<file path="config.mk">
export PLATFORM = sky130hd
export DESIGN_NAME = clock_gen_config_regs
export DESIGN_NICKNAME = d
export VERILOG_FILES = /design/src/pkg/clock_gen_config_pkg.sv /design/src/verilog/config_reg_store.sv /design/src/verilog/clock_gen_config_regs.sv
export VERILOG_INCLUDE_DIRS = /design/src /design/src/pkg
export SDC_FILE = /design/constraint.sdc
export NUM_CORES = 1
export LEC_CHECK = 0
export BUFFER_PORTS_ARGS = -buffer_cell sky130_fd_sc_hd__buf_2
export CORE_MARGIN = 3
export CORE_UTILIZATION = 45
export DETAILED_ROUTE_END_ITERATION = 10
export PLACE_DENSITY_LB_ADDON = 0.08
export SKIP_LAST_GASP = 1
export SYNTH_ARGS = -nofsm -noshare
export SYNTH_HDL_FRONTEND = slang
export SYNTH_SLANG_ARGS = --single-unit
</file>
<file path="constraint.sdc">
create_clock -name i_clk_sys -period 4.8 [get_ports i_clk_sys]
set_clock_uncertainty 0.1 [all_clocks]
set_input_delay 0.72 -clock i_clk_sys [delete_from_list [all_inputs] [get_ports i_clk_sys]]
set_output_delay 0.72 -clock i_clk_sys [all_outputs]
set_load 0.005 [all_outputs]
</file>
<file path="src/pkg/clock_gen_config_defs.svh">
// constants of the clock generator configuration register group
// assumes byte-wide registers reached over the two-wire serial port
`ifndef CLOCK_GEN_CONFIG_DEFS_SVH
`define CLOCK_GEN_CONFIG_DEFS_SVH

// -----------------------------------------------------------------
// register offsets
// -----------------------------------------------------------------
`define ADDR_PORT_CONFIG 16'h0000
`define ADDR_SILICON_REVISION 16'h0002
`define ADDR_PART_IDENTIFIER 16'h0003
`define ADDR_READBACK_SELECT 16'h0004
`define ADDR_USER_TAG_LOW 16'h0005
`define ADDR_USER_TAG_HIGH 16'h0006
`define ADDR_PLL_CONTROL_FIRST 16'h0010

// -----------------------------------------------------------------
// field positions and reset values
// -----------------------------------------------------------------
`define SOFT_RESET_BIT 5
`define READBACK_ACTIVE_BIT 0
`define PHASE_DETECTOR_SENSE_BIT 7
`define PORT_CONFIG_RESET 8'h00
`define READBACK_SELECT_RESET 8'h00
`define USER_TAG_RESET 8'h00
// positive sense, largest pump current, normal pump mode, loop powered
`define PLL_CONTROL_RESET 8'h7C
// identity values are arbitrary
`define SILICON_REVISION_VALUE 8'h5A
`define PART_IDENTIFIER_VALUE 8'h3C
// serial port device address, arbitrary
`define SERIAL_DEVICE_ADDRESS 7'h2A
`define BUFFERED_COUNT 3

`endif

</file>
<file path="src/pkg/clock_gen_config_pkg.sv">
// types shared by the configuration register group
// assumes the constants header is included by the design files
`default_nettype none
package clock_gen_config_pkg;

   // one register write from the serial engine
   typedef struct packed {
      logic valid;
      logic [15:0] addr;
      logic [7:0] data;
   } reg_write_type;

   // serial engine states
   typedef enum logic [3:0] {
      st_idle,
      st_dev_addr,
      st_addr_high,
      st_addr_low,
      st_write_data,
      st_ack,
      st_read_data,
      st_read_ack,
      st_read_load
   } serial_state_type;

endpackage : clock_gen_config_pkg
`default_nettype wire

</file>
<file path="src/verilog/config_reg_store.sv">
// buffered and active copies of the configuration registers
// assumes writes arrive as one-cycle strobes and the transfer input is a pulse
`timescale 1ns/1ns
`default_nettype none
`include "clock_gen_config_defs.svh"

module config_reg_store
   import clock_gen_config_pkg::*;
(
   // clock and reset
   input wire logic i_clk_sys,
   input wire logic i_resetn,
   // control
   input wire reg_write_type i_write,
   input wire logic i_restore,
   input wire logic i_transfer_active,
   // readback
   input wire logic [15:0] i_read_addr,
   input wire logic i_read_active,
   output logic [7:0] o_read_data,
   output logic o_read_hit,
   // active copies
   output logic [7:0] o_user_tag_low,
   output logic [7:0] o_user_tag_high,
   output logic [7:0] o_pll_control
);

   // -----------------------------------------------------------------
   // decoding
   // -----------------------------------------------------------------
   // maps an address to its slot; index BUFFERED_COUNT means no hit
   function automatic logic [1:0] slot_of(input logic [15:0] addr);
      case (addr)
         `ADDR_USER_TAG_LOW: slot_of = 2'h0;
         `ADDR_USER_TAG_HIGH: slot_of = 2'h1;
         `ADDR_PLL_CONTROL_FIRST: slot_of = 2'h2;
         default: slot_of = 2'h3;
      endcase
   endfunction : slot_of

   function automatic logic [7:0] default_of(input int slot);
      default_of = (slot == 2) ? `PLL_CONTROL_RESET : `USER_TAG_RESET;
   endfunction : default_of

   logic [7:0] buffered [`BUFFERED_COUNT];
   logic [7:0] active [`BUFFERED_COUNT];
   logic [1:0] write_slot;
   logic [1:0] read_slot;

   assign write_slot = slot_of(i_write.addr);
   assign read_slot = slot_of(i_read_addr);

   // -----------------------------------------------------------------
   // storage
   // -----------------------------------------------------------------
   // a write lands in the buffered copy; it reaches the loop on transfer
   for (genvar g = 0; g < `BUFFERED_COUNT; g++) begin : g_slot
      always_ff @(posedge i_clk_sys) begin
         if (!i_resetn || i_restore) begin
            buffered[g] <= default_of(g);
            active[g] <= default_of(g);
         end else begin
            if (i_write.valid && write_slot == 2'(g)) begin
               buffered[g] <= i_write.data;
            end
            if (i_transfer_active) begin
               active[g] <= buffered[g];
            end
         end
      end
   end

   // readback copy chosen by the select bit
   always_comb begin
      o_read_hit = (read_slot != 2'h3);
      o_read_data = 8'h00;
      if (o_read_hit) begin
         o_read_data = i_read_active ? active[read_slot] : buffered[read_slot];
      end
   end

   assign o_user_tag_low = active[0];
   assign o_user_tag_high = active[1];
   assign o_pll_control = active[2];

endmodule : config_reg_store
`default_nettype wire

</file>
<file path="src/verilog/clock_gen_config_regs.sv">
// configuration register group with its two-wire serial port engine
// assumes scl and sda arrive synchronous to the system clock and sda is open drain
//
// Notes on behaviour
// - writing 1 to the soft reset bit restores defaults of all but 0x000, which keeps its written bits; clears on next scl cycle
// - revision byte at 0x002 is read only; writes are ignored
// - part identification byte at 0x003 is a fixed read-only code
// - bit 0 of 0x004 picks buffered (0) or active (1) copy for readback
// - 16-bit user version tag at 0x005/0x006, writable, default zero, no effect
// - bit 7 of 0x010 sets phase detector sense; 0 positive and default
`timescale 1ns/1ns
`default_nettype none
`include "clock_gen_config_defs.svh"

module clock_gen_config_regs
   import clock_gen_config_pkg::*;
(
   // clock and reset
   input wire logic i_clk_sys,
   input wire logic i_resetn,
   // serial port pins
   input wire logic i_scl,
   input wire logic i_sda,
   output logic o_sda_out,
   output logic o_sda_oe_n,
   // copy buffered settings into the active set
   input wire logic i_transfer_active,
   // state of the block
   output logic [7:0] o_port_config,
   output logic o_soft_reset,
   output logic o_readback_active,
   output logic [15:0] o_user_version_tag,
   output logic [7:0] o_pll_control,
   output logic o_phase_detector_sense
);

   // -----------------------------------------------------------------
   // pin sampling
   // -----------------------------------------------------------------
   logic scl_q;
   logic sda_q;
   logic scl_rise;
   logic scl_fall;
   logic start_seen;
   logic stop_seen;

   // previous pin levels for edge and condition detection
   always_ff @(posedge i_clk_sys) begin
      if (!i_resetn) begin
         scl_q <= 1'b1;
         sda_q <= 1'b1;
      end else begin
         scl_q <= i_scl;
         sda_q <= i_sda;
      end
   end

   assign scl_rise = i_scl && !scl_q;
   assign scl_fall = !i_scl && scl_q;
   assign start_seen = i_scl && scl_q && sda_q && !i_sda;
   assign stop_seen = i_scl && scl_q && !sda_q && i_sda;

   // -----------------------------------------------------------------
   // registers local to this file
   // -----------------------------------------------------------------
   logic [7:0] port_config;
   logic [7:0] readback_select;
   logic soft_reset_armed;
   reg_write_type write_req;
   serial_state_type state;
   serial_state_type ack_next;
   logic [15:0] addr;
   logic [7:0] shift;
   logic [3:0] bit_count;
   logic [7:0] read_data;
   logic [7:0] store_data;
   logic store_hit;
   logic [7:0] tag_low;
   logic [7:0] tag_high;
   logic [7:0] pll_control;

   // port config: stored as written, mirror kept by the host
   always_ff @(posedge i_clk_sys) begin
      if (!i_resetn) begin
         port_config <= `PORT_CONFIG_RESET;
         soft_reset_armed <= 1'b0;
      end else begin
         if (write_req.valid && write_req.addr == `ADDR_PORT_CONFIG) begin
            port_config <= write_req.data;
         end else if (soft_reset_armed && scl_rise) begin
            port_config[`SOFT_RESET_BIT] <= 1'b0;
         end
         // arm once the byte's acknowledge ends, clear on the next scl rise
         if (state == st_ack && scl_fall && port_config[`SOFT_RESET_BIT]) begin
            soft_reset_armed <= 1'b1;
         end else if (scl_rise) begin
            soft_reset_armed <= 1'b0;
         end
      end
   end

   // readback select; soft reset restores it like the other settings
   always_ff @(posedge i_clk_sys) begin
      if (!i_resetn || port_config[`SOFT_RESET_BIT]) begin
         readback_select <= `READBACK_SELECT_RESET;
      end else if (write_req.valid && write_req.addr == `ADDR_READBACK_SELECT) begin
         readback_select <= {7'h00, write_req.data[`READBACK_ACTIVE_BIT]};
      end
   end

   // -----------------------------------------------------------------
   // buffered and active settings
   // -----------------------------------------------------------------
   config_reg_store u_store (
      .i_clk_sys(i_clk_sys),
      .i_resetn(i_resetn),
      .i_write(write_req),
      .i_restore(port_config[`SOFT_RESET_BIT]),
      .i_transfer_active(i_transfer_active),
      .i_read_addr(addr),
      .i_read_active(readback_select[`READBACK_ACTIVE_BIT]),
      .o_read_data(store_data),
      .o_read_hit(store_hit),
      .o_user_tag_low(tag_low),
      .o_user_tag_high(tag_high),
      .o_pll_control(pll_control)
   );

   // readback mux; identity bytes are constants, unmapped reads give zero
   always_comb begin
      case (addr)
         `ADDR_PORT_CONFIG: read_data = port_config;
         `ADDR_SILICON_REVISION: read_data = `SILICON_REVISION_VALUE;
         `ADDR_PART_IDENTIFIER: read_data = `PART_IDENTIFIER_VALUE;
         `ADDR_READBACK_SELECT: read_data = readback_select;
         default: read_data = store_hit ? store_data : 8'h00;
      endcase
   end

   // -----------------------------------------------------------------
   // serial engine
   // -----------------------------------------------------------------
   // bits are taken on scl rise and driven on scl fall, so sda never
   // moves while scl is high and cannot fake a start or stop
   always_ff @(posedge i_clk_sys) begin
      if (!i_resetn) begin
         state <= st_idle;
         ack_next <= st_idle;
         addr <= 16'h0000;
         shift <= 8'h00;
         bit_count <= 4'h0;
         o_sda_oe_n <= 1'b1;
         write_req <= '0;
      end else begin
         write_req.valid <= 1'b0;
         if (start_seen) begin
            state <= st_dev_addr;
            bit_count <= 4'h0;
            o_sda_oe_n <= 1'b1;
         end else if (stop_seen) begin
            state <= st_idle;
            o_sda_oe_n <= 1'b1;
         end else begin
            case (state)
               st_dev_addr, st_addr_high, st_addr_low, st_write_data: begin
                  if (scl_rise) begin
                     shift <= {shift[6:0], i_sda};
                     bit_count <= bit_count + 4'h1;
                  end else if (scl_fall && bit_count == 4'h8) begin
                     bit_count <= 4'h0;
                     o_sda_oe_n <= 1'b0;
                     state <= st_ack;
                     case (state)
                        st_dev_addr: begin
                           // foreign address: let go of the bus until the next start
                           if (shift[7:1] != `SERIAL_DEVICE_ADDRESS) begin
                              o_sda_oe_n <= 1'b1;
                              state <= st_idle;
                           end
                           ack_next <= shift[0] ? st_read_data : st_addr_high;
                        end
                        st_addr_high: begin
                           addr[15:8] <= shift;
                           ack_next <= st_addr_low;
                        end
                        st_addr_low: begin
                           addr[7:0] <= shift;
                           ack_next <= st_write_data;
                        end
                        default: begin
                           // identity bytes take no write
                           write_req.valid <= (addr != `ADDR_SILICON_REVISION)
                              && (addr != `ADDR_PART_IDENTIFIER);
                           write_req.addr <= addr;
                           write_req.data <= shift;
                           // step here, not at the acknowledge, so address bytes never move it
                           addr <= addr + 16'h0001;
                           ack_next <= st_write_data;
                        end
                     endcase
                  end
               end
               st_ack: begin
                  if (scl_fall) begin
                     o_sda_oe_n <= 1'b1;
                     state <= ack_next;
                     if (ack_next == st_read_data) begin
                        shift <= read_data;
                        o_sda_oe_n <= read_data[7];
                     end
                  end
               end
               st_read_data: begin
                  if (scl_fall) begin
                     bit_count <= bit_count + 4'h1;
                     if (bit_count == 4'h7) begin
                        o_sda_oe_n <= 1'b1;
                        bit_count <= 4'h0;
                        state <= st_read_ack;
                     end else begin
                        shift <= {shift[6:0], 1'b0};
                        o_sda_oe_n <= shift[6];
                     end
                  end
               end
               st_read_ack: begin
                  // host ack continues the burst, nack ends it
                  if (scl_rise) begin
                     if (i_sda) begin
                        state <= st_idle;
                     end else begin
                        addr <= addr + 16'h0001;
                        state <= st_read_load;
                     end
                  end
               end
               st_read_load: begin
                  if (scl_fall) begin
                     shift <= read_data;
                     o_sda_oe_n <= read_data[7];
                     state <= st_read_data;
                  end
               end
               default: begin
                  o_sda_oe_n <= 1'b1;
               end
            endcase
         end
      end
   end

   // -----------------------------------------------------------------
   // outputs
   // -----------------------------------------------------------------
   // sda only ever pulls low; the level comes from the enable
   always_ff @(posedge i_clk_sys) begin
      if (!i_resetn) begin
         o_sda_out <= 1'b0;
      end else begin
         o_sda_out <= 1'b0;
      end
   end

   always_comb begin
      o_port_config = port_config;
      o_soft_reset = port_config[`SOFT_RESET_BIT];
      o_readback_active = readback_select[`READBACK_ACTIVE_BIT];
      o_user_version_tag = {tag_high, tag_low};
      o_pll_control = pll_control;
      o_phase_detector_sense = pll_control[`PHASE_DETECTOR_SENSE_BIT];
   end

endmodule : clock_gen_config_regs
`default_nettype wire

</file>
# == Word-level counts from Yosys, hierarchy flattened ==
# Memories as Yosys holds them, arrays and structs flattened.
# Cells that the tools add are included.
# op_classes
muxes,73
bitwise,14
reduce_logical,49
n_addsub,2
n_eq_ne,48
# op_table
cell,count
$mux 8,14
$eq 16x3->1 const B,6
$mux 16,4
$pmux 8 s4,2
$mux 4,12
$eq 16x2->1 const B,2
$eq 16x5->1 const B,2
$logic_not 16->1,2
$ne 16x2->1 const B,2
$pmux 16 s2,1
$pmux 8 s2,2
$reduce_and 8->1,4
$mux 1,29
$ne 4x4->1 const B,7
$ne 2x2->1 const B,13
$eq 4x3->1 const B,6
$pmux 4 s5,1
$logic_and 1x1->1,17
$add 16x1->16 const B,1
$pmux 2 s3,2
$reduce_and 6->1,2
$mux 3,3
$reduce_and 9->1,1
$reduce_or 9->1,1
26 further kinds,50
# word_totals
ff_bits,74
wordCells,205
output_inout_bits,37
mem_bits_rw,48
input_bits,5
n_memories,2
# memory_table
name,words,word_bits,read_ports,rd_ports_with_merged_regs,write_ports,line,source
u_store.active,3,8,4,0,3,config_reg_store.sv:46,logic [7:0] active [`BUFFERED_COUNT];
u_store.buffered,3,8,4,0,3,config_reg_store.sv:45,logic [7:0] buffered [`BUFFERED_COUNT];

# == Longest topological paths before layout ==
# Gate-level depths: netlist of the first run.
# An unclocked memory read counts as a cell.
# logic_depth
word_depth,9
ltp_mapped,9
depth_no_buf,7

# == Cells and area by module ==
# A second synthesis of the first run with hierarchy kept.
# unflattened
cells_unflattened,684
area_unflattened_um2,6533.8
# modules_own_cells
mod,seq_area_each_um2,instances,cells_per_inst,area_per_inst_um2
clock_gen_config_regs,1461.4,1,511,4169.0
config_reg_store,1441.4,1,173,2364.8

# == Worst setup path before layout of the first run ==
# No wires, ideal clock.
# synth_path
path_type,input port to flip-flop
from,in i_scl
to,reg addr[11]
cell_stages,6
setup_slack_ns,2.276
arrival_ns,2.306
t_required_ns,4.581
path_cell_list,nand2b_1 -> a2111oi_4 -> o21ai_2 -> and2_1 -> buf_6 -> o221a_1
# synth_via
elab_chain_cells,5
elab_cells_between_ends,15
cone_classes,3 x eq/ne; 2 x bitwise; 10 x reduce/logical
# synth_lines
element,line,source
start: declaration,clock_gen_config_regs.sv:22,"input wire logic i_scl,"
$logic_not 1->1 or $logic_and 1x1->1 (tied branches),"clock_gen_config_regs.sv:59, clock_gen_config_regs.sv:60, clock_gen_config_regs.sv:61",
"$logic_and 1x1->1, on equally long branches","clock_gen_config_regs.sv:59, clock_gen_config_regs.sv:60, clock_gen_config_regs.sv:61",
"$logic_and 1x1->1, on equally long branches","clock_gen_config_regs.sv:169, clock_gen_config_regs.sv:60, clock_gen_config_regs.sv:61",
$ne 2x2->1 (no source line) or $not 1->1 (tied branches),n/a,
$reduce_and 8->1 (no source line) *,n/a,
end signal: assignment,clock_gen_config_regs.sv:183,addr[15:8] <= shift;
end signal: assignment,clock_gen_config_regs.sv:197,addr <= addr + 16'h0001;
end signal: assignment,clock_gen_config_regs.sv:232,addr <= addr + 16'h0001;
end: declaration,clock_gen_config_regs.sv:72,logic [15:0] addr;
# Every way passes the cells marked *; elsewhere a longest branch is shown, timed or not.
# A chain may end at the register's enable or synchronous reset.

# == Worst setup path after layout of the first run ==
# layout_path
from,reg state[2]
to,reg addr[11]
# layout_via
elab_chain_cells,6
elab_cells_between_ends,18
cone_classes,10 x eq/ne; 4 x mux; 4 x reduce/logical
# layout_lines
element,line,source
start: declaration,clock_gen_config_regs.sv:70,serial_state_type state;
start signal: assignment,clock_gen_config_regs.sv:147,state <= st_idle;
start signal: assignment,clock_gen_config_regs.sv:157,state <= st_dev_addr;
start signal: assignment,clock_gen_config_regs.sv:161,state <= st_idle;
$eq 4x2->1 or $eq 4x1->1 (tied branches),"clock_gen_config_regs.sv:164, clock_gen_config_regs.sv:173",
$reduce_or 2->1 (no source line),n/a,
$pmux 8 s2,clock_gen_config_regs.sv:173,case (state)
$mux 16,clock_gen_config_regs.sv:169,end else if (scl_fall && bit_count == 4'h8) begin
$mux 16,clock_gen_config_regs.sv:166,if (scl_rise) begin
$pmux 16 s2,clock_gen_config_regs.sv:164,case (state)
# Parallel ways exist; a longest one is shown, timed or not. The select of a mux whose other input is x is not followed.

==> impl_metrics.tcl, run 1 <==
set metrics [dict create \
    drive_above_1_share_pct 13.6 \
    ff2ff_path_depth 5 \
    power_density_mw_per_mm2 386 \
    die_x_um 127 \
    reg2reg_slack_ns 1.63 \
    yosys_most_used_dff "dfxtp_1" \
    nFillCells 1291 \
    final-setup-viol-count 0 \
    tns_ns 0 \
    start_util_pct 46.7 \
    final_common_cell "nand2_1" \
    numCtsBuffers 17 \
    synth_seq_area_share_pct 43.9 \
    rsz0062_at_grt "no" \
    finalWorstSetupSlack_ns 1.63 \
    synth_cells 722 \
    min_path_type "reg -> reg" \
    rows 43 \
    final.min_clock_period_ns 3.17 \
    layout_common_cells "99 x nand2_1, 73 x dfxtp_1, 58 x a21oi_1" \
    syn_nets 733 \
    hold_viol_final 0 \
    hpwl_um 13500 \
    antenna_found_initial 0 \
    worst_slew_pin_slew_ns 1.12 \
    avgSynthCellArea_sq_um 9.16 \
    critical_path.max_fanout 28 \
    grt_overflow 0 \
    cts_root_buf "clkbuf_16" \
    drtIter0Drc 704 \
    dp_slack_ns 1.67 \
    die_h_um 127 \
    port_buffers 40 \
    final_area_sq_mm 0.00747 \
    cts_hold_buf 0 \
    synth.cell_area_sq_mm 0.00661 \
    status "complete, no violations" \
    postCtsSetupRepairBufs 0 \
    gp_congestion 0.953 \
    io_pins 42 \
    wl_um 19400 \
    placed_cell_area_sq_mm 0.00690 \
    timing.rr.start "state[2]" \
    cp_data_required_time_ns 5.01 \
    fmax_mhz 316 \
    synth_edf_count 48 \
    cts_resized 0 \
    grt_pass1_vias 5460 \
    grt_first_pass_wirelength_um 30500 \
    antenna_cells 0 \
    max_slew_margin_pct 25.5 \
    max-vdd-ir-drop_mv 0.243 \
    r2r-end "addr[11]" \
    leakage_uw 0.00250 \
    crit_path_end "addr[11]" \
    worstSetupStartpointType "register" \
    cap_viol_max_count 0 \
    layout.nets 747 \
    crit_start "state[2]" \
    vias_per_cell 6.25 \
    first_pass_iters 5 \
    clock_latency_ns 0.42 \
    wl_per_cell_um 20.9 \
    hold_depth 2 \
    cts_tree "built" \
    slew_violations 0 \
    areaGrowthSynthToFinish_pct 13.0 \
    ant_nets 0 \
    finalCritPeriodShare_pct 66.0 \
    worst-setup-path-type "reg -> reg" \
    drc 0 \
    critPathCaptureType "register" \
    cts_max_level 4 \
    async_flop_share_pct 0 \
    arrival_ns 3.38 \
    synth_cell_types 80 \
    grt_max_degree 58 \
    yosys_warnings 0 \
    grt_usage_pct 24.3 \
    vias 5802 \
    clk_path_buf_depth 2 \
    clk_pin_slew_worst_paths_ns 0.06 \
    design.core.area_sq_mm 0.0141 \
    clock_sinks 121 \
    synth.ff_latch_count 121 \
    dieArea_sq_mm 0.0162 \
]
state kept, by name, indices dropped and copies added, names as in the netlist, 3 cells and up:
| register | cells |
|---|---|
| o_port_config | 8 |
| ack_next | 3 |
| u_store.buffered | 24 |
| addr | 16 |
| bit_count | 4 |
| state | 4 |
| write_req | 25 |
| shift | 8 |
| u_store.active | 24 |
Yosys cell counts, types with 5 or more instances:
| master | count | share of area (%) |
|---|---|---|
| a22oi_1 | 8 | 0.91 |
| o31a_1 | 5 | 0.66 |
| dfxtp_1 | 73 | 22 |
| buf_1 | 5 | 0.28 |
| a31oi_1 | 8 | 0.76 |
| o21ai_0 | 12 | 0.91 |
| a211oi_1 | 11 | 1.2 |
| nor3_1 | 14 | 1.1 |
| nor4_1 | 11 | 1.0 |
| nor4b_1 | 5 | 0.66 |
| mux2_2 | 5 | 0.85 |
| nand2b_1 | 13 | 1.2 |
| nor2b_1 | 13 | 1.2 |
| o21ai_1 | 9 | 0.68 |
| or3_1 | 10 | 0.95 |
| o32ai_2 | 6 | 1.5 |
| ha_1 | 6 | 1.1 |
| nand3_1 | 15 | 1.1 |
| a21oi_1 | 58 | 4.4 |
| nand4_1 | 7 | 0.66 |
| and2_1 | 24 | 2.3 |
| mux2i_1 | 29 | 4.4 |
| nand2_1 | 99 | 5.6 |
| clkbuf_1 | 42 | 2.4 |
| edfxtp_1 | 48 | 22 |
| nor2_1 | 40 | 2.3 |
| and3_1 | 27 | 2.6 |
| nor4bb_1 | 5 | 0.76 |
| o211ai_1 | 6 | 0.68 |
| inv_1 | 6 | 0.34 |
| o31ai_1 | 10 | 1.1 |
layer usage:
layer | track usage (%) | vias to the layer above | share of wire, %
li1 | - | 2737 | -
met1 | 35.2 | 2859 | 47
met2 | 36.3 | 179 | 45
met3 | 5.69 | 27 | 6.1
met4 | 6.81 | 0 | 1.8
met5 | 0 | - | 0
worst min-delay path by stage:
stage,to,from
2_1_floorplan,write_req[11],write_req[11]
3_3_place_gp,write_req[23],write_req[23]
3_5_place_dp,write_req[11],write_req[11]
4_1_cts,write_req[11],write_req[11]
5_1_grt,write_req[21],write_req[21]
6_report,write_req[11],write_req[11]
through the flow:
step,std cells,hold slack (ns),total power (uW),utilization (%)
6_report,929,0.358,2890,52.8
5_1_grt,929,0.397,3000,52.8
4_1_cts,929,0.364,2900,52.8
3_5_place_dp,897,0.357,1660,48.8
3_3_place_gp,897,0.347,1650,48.8
2_1_floorplan,722,0.336,1530,-
logic make-up (layout without fill, tap and decap cells):
family	count (synthesis)	in the layout	synth area share, %
simple gates	311	311	25.4
compound gates	185	185	20.1
flops	121	121	43.9
buf+inv	62	89	3.90
mux	34	34	5.24
fa+ha+maj	6	6	1.14
xor+xnor	2	2	0.265
other cells	1	1	0.0567
layout make-up:
cell class	count	area (sq um)	area share (%)
Clock buffer	20	447	5.98
Multi-Input combinational cell	539	3470	46.5
Sequential cell	121	2900	38.8
Inverter	8	30.0	0.402
Tap cell	180	225	3.01
Clock inverter	12	126	1.69
Timing Repair Buffer	49	268	3.58
where the power goes:
group,switching (uW),internal [uW]
Clock,472,772
Sequential,120,1120
Combinational,235,172
critical path, stage by stage, from the launching register on:
cell	delay, ns
dfxtp_1	0.95
or3b_4	0.48
a2111oi_4	0.59
o21ai_2	0.25
and2_1	0.38
o221a_1	0.30
Power figures use the tool's default switching activity.
==> run 2: changes to the inputs <==
--- a/config.mk
+++ b/config.mk
@@ -6,6 +6,7 @@
 export SDC_FILE = /design/constraint.sdc
 export NUM_CORES = 1
 export LEC_CHECK = 0
+export ABC_AREA = 1
 export BUFFER_PORTS_ARGS = -buffer_cell sky130_fd_sc_hd__buf_2
 export CORE_MARGIN = 3
 export CORE_UTILIZATION = 45
==> constraint.sdc (replaced) <==
create_clock -name i_clk_sys -period 2.8 [get_ports i_clk_sys]
set_clock_uncertainty 0.1 [all_clocks]
set_input_delay 0.42 -clock i_clk_sys [delete_from_list [all_inputs] [get_ports i_clk_sys]]
set_output_delay 0.42 -clock i_clk_sys [all_outputs]
set_load 0.005 [all_outputs]
==> impl_metrics.tcl, run 2 <==
set metrics [dict create \
    clock_sinks 121 \
    async_flop_share_pct 0 \
    port_buffers 40 \
    final_common_cell "nand2_1" \
    cap_viol_max_count 0 \
    drive_above_1_share_pct 14.7 \
    stdcell_count 1051 \
    leakage_uw 0.00291 \
    avgSynthCellArea_sq_um 7.62 \
    hold_viol_final 0 \
    ff2ff_path_depth 14 \
    vias_per_cell 5.24 \
    antenna_cells 0 \
    finalCritPeriodShare_pct 84.0 \
    min_path_type "in -> reg" \
    grt_max_degree 43 \
    fmax_mhz 425 \
    regMostFlops "write_req" \
    crit_cells 14 \
    slew_violations 0 \
    synth.cell_area_sq_mm 0.00627 \
    numCtsBuffers 17 \
    wl_per_cell_um 15.4 \
    worst-setup-path-type "reg -> reg" \
    r2r-end "o_sda_oe_n" \
    yosys_warnings 0 \
    ant_nets 0 \
    synth_common_cells "140 x nand2_1, 118 x nor2_1, 105 x inv_1" \
    yosysTopAreaCell "dfxtp_1" \
    areaGrowthSynthToFinish_pct 14.5 \
    max_slew_margin_pct 62.2 \
    max_stage_delay_ns 0.40 \
    hpwl_um 12200 \
    vias 5507 \
    max-vdd-ir-drop_mv 0.435 \
    synth_edf_count 48 \
    worst_slew_pin_slew_ns 0.567 \
    tns_ns 0 \
    grt_usage_pct 22.2 \
    critical_path.max_fanout 17 \
    antenna_found_initial 0 \
    crit_start "addr[0]" \
    yosysMostFrequentCell "nand2_1" \
    postCtsSetupRepairBufs 0 \
    final.min_clock_period_ns 2.35 \
    first_pass_iters 6 \
    status "complete, no violations" \
    power_density_mw_per_mm2 765 \
    final-setup-viol-count 0 \
    synth_top_area_share_pct 23.3 \
    die_x_um 124 \
    worstSetupStartpointType "register" \
    wl_um 16200 \
    synth.ff_latch_count 121 \
    die_h_um 124 \
    p_total_uw 5500 \
    cts_tree "built" \
    clk_pin_slew_worst_paths_ns 0.05 \
    crit_buf_inv 1 \
    reg2reg_slack_ns 0.45 \
    cts_resized 0 \
    dieArea_sq_mm 0.0154 \
    largest_reg_flops 25 \
    rows 42 \
    arrival_ns 2.56 \
    drtIter0Drc 432 \
    critPathMostFrequentCell "nand2_1" \
    clk_path_buf_depth 2 \
    rsz0062_at_grt "no" \
    layout_common_cells "140 x nand2_1, 118 x nor2_1, 105 x inv_1" \
    crit_path_end "o_sda_oe_n" \
    clock_latency_ns 0.42 \
    start_util_pct 46.6 \
    grt_pass1_vias 5094 \
    synth.area.top_cells "dfxtp_1 23%, edfxtp_1 23%, nand2_1 8.4%" \
    cts_root_buf "clkbuf_16" \
    grt_overflow 0 \
    synth_seq_area_share_pct 46.3 \
    critical-path-slowest-cell "dfxtp_1" \
    syn_nets 834 \
    design.core.area_sq_mm 0.0135 \
    yosys_most_used_dff "dfxtp_1" \
    grt_first_pass_wirelength_um 26000 \
    post-place-cells 1019 \
    reg_top3 "write_req (25), u_store.active (24), u_store.buffered (24)" \
    path_delay_family "simple AND/OR/NAND/NOR gates" \
    synth_cell_types 45 \
    synth_cells 823 \
    layout.nets 873 \
    path_cells "inv_1 -> ha_1 -> nand3_1 -> nor2_1 -> nand2_2 -> nand3_2 -> nand2_2 -> nand2_1 -> nand3_1 -> nand2_1 -> nand2_1 -> nand2_1 -> nand2_1 -> nand2_1" \
    cts_hold_buf 0 \
    timing.rr.start "addr[0]" \
    critPathCaptureType "register" \
    io_pins 42 \
    cts_max_level 4 \
    drc 0 \
    gp_congestion 0.900 \
    cp_data_required_time_ns 3.01 \
]
-- run 2: cell types whose count changed after synthesis, moves of 24 or more --
cell | previous run | this run
and3_1 | 27 | 1
clkbuf_1 | 42 | 10
o21ai_0 | 12 | 59
inv_1 | 6 | 105
nor2_1 | 40 | 118
and2_1 | 24 | 0
nand2_1 | 99 | 140
mux2i_1 | 29 | 1
-- run 2: worst min-delay path by stage --
stage	cells after the start	to	slack (ns)	startpoint
4_1_cts	2	scl_q	0.13	i_scl
3_5_place_dp	2	soft_reset_armed	0.36	soft_reset_armed
3_3_place_gp	2	soft_reset_armed	0.36	soft_reset_armed
2_1_floorplan	2	soft_reset_armed	0.35	soft_reset_armed
6_report	2	scl_q	0.15	i_scl
5_1_grt	2	scl_q	0.16	i_scl
-- run 2: cells by family (layout without fill, tap and decap cells) --
group,Yosys count,after routing,share of synthesized area (%)
AND/OR/NAND/NOR,357,357,25.4
buffers and inverters,147,199,9.52
flip-flops,121,121,46.3
other,1,1,0.0598
adder cells (fa/ha/maj),6,6,1.20
XOR/XNOR,2,2,0.279
multiplexers,1,1,0.160
AO/OA/AOI/OAI,188,188,17.1
-- run 2: where the power goes --
part           leakage (uW)  switching, uW  internal (uW)
registers           0.00107            131           1950
logic               0.00156            925            412
clock network      0.000279            770           1310
total               0.00291           1830           3670
-- run 2: worst reg2reg max path: stages, from the launching register on --
cell,delay (ns)
dfxtp_1,0.40
inv_1,0.12
ha_1,0.23
nand3_1,0.09
nor2_1,0.06
nand2_2,0.25
nand3_2,0.29
nand2_2,0.24
nand2_1,0.08
nand3_1,0.09
nand2_1,0.06
nand2_1,0.10
nand2_1,0.06
nand2_1,0.05
nand2_1,0.04
-- run 2: metal layers --
| metal | part of all wire, % | global-route usage, % | vias up |
|---|---|---|---|
| li1 | - | - | 2809 |
| met1 | 45 | 28.0 | 2511 |
| met2 | 48 | 36.4 | 149 |
| met3 | 4.2 | 4.04 | 38 |
| met4 | 3.2 | 11.2 | 0 |
| met5 | 0 | 0 | - |
-- run 2: cell type report --
type                    instances  area [sq um]
clock buffers                  24           493
clock inverters                 8          71.3
fillers                      1359          6270
inverters                     119           449
multi-input cells             555          2770
flip-flops and latches        121          2900
well taps                     176           220
repair buffers                 48           273
-- run 2: stage by stage --
stage	utilization (%)	area, sq um	hold WS (ns)	worst slack (ns)
6_report	53.4	7180	0.146	0.447
5_1_grt	53.4	7180	0.162	0.241
4_1_cts	53.4	7180	0.131	0.473
3_5_place_dp	49.2	6620	0.365	0.494
3_3_place_gp	49.2	6620	0.356	0.553
2_1_floorplan	-	6270	0.345	1.02
==> run 3: changes to the inputs <==
==> constraint.sdc (replaced) <==
create_clock -name i_clk_sys -period 2 [get_ports i_clk_sys]
set_clock_uncertainty 0.1 [all_clocks]
set_input_delay 0.3 -clock i_clk_sys [delete_from_list [all_inputs] [get_ports i_clk_sys]]
set_output_delay 0.3 -clock i_clk_sys [all_outputs]
set_load 0.005 [all_outputs]
==> impl_metrics.tcl, run 3 (synthesized netlist as in run 2, its figures left out) <==
set metrics [dict create \
    finalCritPeriodShare_pct 98.2 \
    layout_common_cells "122 x nand2_1, 106 x nor2_1, 95 x inv_1" \
    drtIter0Drc 440 \
    wl_per_cell_um 16.1 \
    busiest_layer "met2" \
    path_cells "nor2_1 -> nand2_1 -> nor2_2 -> nand2_4 -> nand3_4 -> nand2_2 -> o21ai_0 -> nand2_1 -> nand2_1 -> nand3_2 -> a21oi_2" \
    reg_top3 "write_req (25), u_store.active (24), u_store.buffered (24)" \
    clk_pin_slew_worst_paths_ns 0.06 \
    grt_pass1_vias 5553 \
    status "complete, no violations" \
    grt_overflow 0 \
    fin_util_pct 59.0 \
    min_path_type "in -> reg" \
    layout.nets 920 \
    cap_viol_max_count 0 \
    ant_nets 0 \
    p_comb_share_pct 29.6 \
    start_util_pct 46.6 \
    final_common_cell "nand2_1" \
    antenna_found_initial 0 \
    p_seq_share_pct 34.7 \
    worst-setup-path-type "reg -> reg" \
    critPathMostFrequentCell "nand2_1" \
    final.min_clock_period_ns 1.96 \
    critPathCaptureType "register" \
    die_x_um 124 \
    gp_congestion 0.922 \
    critical_path.max_fanout 7 \
    arrival_ns 2.22 \
    wl_um 17700 \
    pwr-share-clk_pct 35.7 \
    vias_per_cell 5.38 \
    leakage_uw 0.00320 \
    post-place-cells 1054 \
    nFillCells 1268 \
    tns_ns 0 \
    rsz0062_at_grt "yes" \
    design.core.area_sq_mm 0.0135 \
    numCtsBuffers 17 \
    clock_sinks 121 \
    p_total_uw 8440 \
    power_density_mw_per_mm2 1060 \
    cts_tree "built" \
    hpwl_um 12900 \
    rows 42 \
    antenna_cells 0 \
    max_stage_delay_ns 0.37 \
    grt.met3_usage_pct 5.95 \
    areaGrowthSynthToFinish_pct 26.5 \
    fmax_mhz 509 \
    cts_max_level 4 \
    drive_above_1_share_pct 27.5 \
    switchingPower_uw 2960 \
    slew_violations 0 \
    grt_usage_pct 23.7 \
    worstSetupStartpointType "register" \
    final-setup-viol-count 0 \
    dp_slack_ns -0.0601 \
    clk_path_buf_depth 2 \
    intPower_uw 5480 \
    first_pass_iters 5 \
    swShare_pct 35.1 \
    max-vdd-ir-drop_mv 0.624 \
    cts_root_buf "clkbuf_16" \
    port_buffers 40 \
    largest_reg_flops 25 \
    dieArea_sq_mm 0.0154 \
    finalWorstSetupSlack_ns 0.0352 \
    regMostFlops "write_req" \
    cts_hold_buf 0 \
    critical-path-slowest-cell "dfxtp_1" \
    drc 0 \
    met1_usage_pct 28.4 \
    die_h_um 124 \
    vias 5909 \
    grt_first_pass_wirelength_um 27700 \
    io_pins 42 \
    grt_max_degree 43 \
    cp_data_required_time_ns 2.25 \
    hold_viol_final 0 \
    use_met2_pct 41.4 \
    stdcell_count 1098 \
    clock_latency_ns 0.42 \
]
## run 3: through the flow
stage	hold WS [ns]	area, sq um
after CTS	0.0113	7530
after global routing	0.0274	7930
after global placement	0.349	6920
final	0.0271	7930
after detailed placement	0.363	6920
after floorplan	0.307	6270
## run 3: area by class of cell
| cell class | instances | area, sq um | share of cell area (%) |
|---|---|---|---|
| Sequential cell | 121 | 2930 | 37.0 |
| Inverter | 119 | 465 | 5.87 |
| Clock buffer | 18 | 429 | 5.41 |
| Tap cell | 176 | 220 | 2.78 |
| Clock inverter | 14 | 151 | 1.91 |
| Timing Repair Buffer | 95 | 682 | 8.60 |
| Multi-Input combinational cell | 555 | 3050 | 38.4 |
## run 3: worst paths after layout
| check | start | end | slack [ns] | depth (start not counted) |
|---|---|---|---|---|
| min | i_scl | scl_q | 0.03 | 2 |
| max | addr[4] | shift[1] | 0.04 | 11 |
| max reg2reg | addr[4] | shift[1] | 0.04 | 11 |
| min reg2reg | soft_reset_armed | soft_reset_armed | 0.37 | 2 |
## run 3: worst max-delay path: cells and delay by family (launching register included)
| family | cells | cell delay, ns |
|---|---|---|
| AOI/OAI and AO/OA | 2 | 0.32 |
| DFF | 1 | 0.37 |
| and+or+nand+nor | 9 | 1.11 |
## run 3: power groups by stage
| stage | sequential, uW | combinational [uW] | clock (uW) |
|---|---|---|---|
| 3_3_place_gp | 2930 | 2040 | 0 |
| 3_5_place_dp | 2930 | 2080 | 0 |
| 4_1_cts | 2880 | 2110 | 3060 |
| 5_1_grt | 2950 | 2780 | 3180 |
| 6_report | 2930 | 2500 | 3010 |
| 2_1_floorplan | 2890 | 1460 | 0 |
## run 3: timing repair
item                       CTS  global route
cloned                       0             0
resized for setup            7           104
pin swaps                    1            35
setup endpoints to repair    7            74
buffers inserted             1            11
## run 3: metal layers
metal,vias up,share of wire (%)
met5,-,0
met4,0,2.0
met3,37,4.5
met2,164,51
met1,2788,43
li1,2920,-
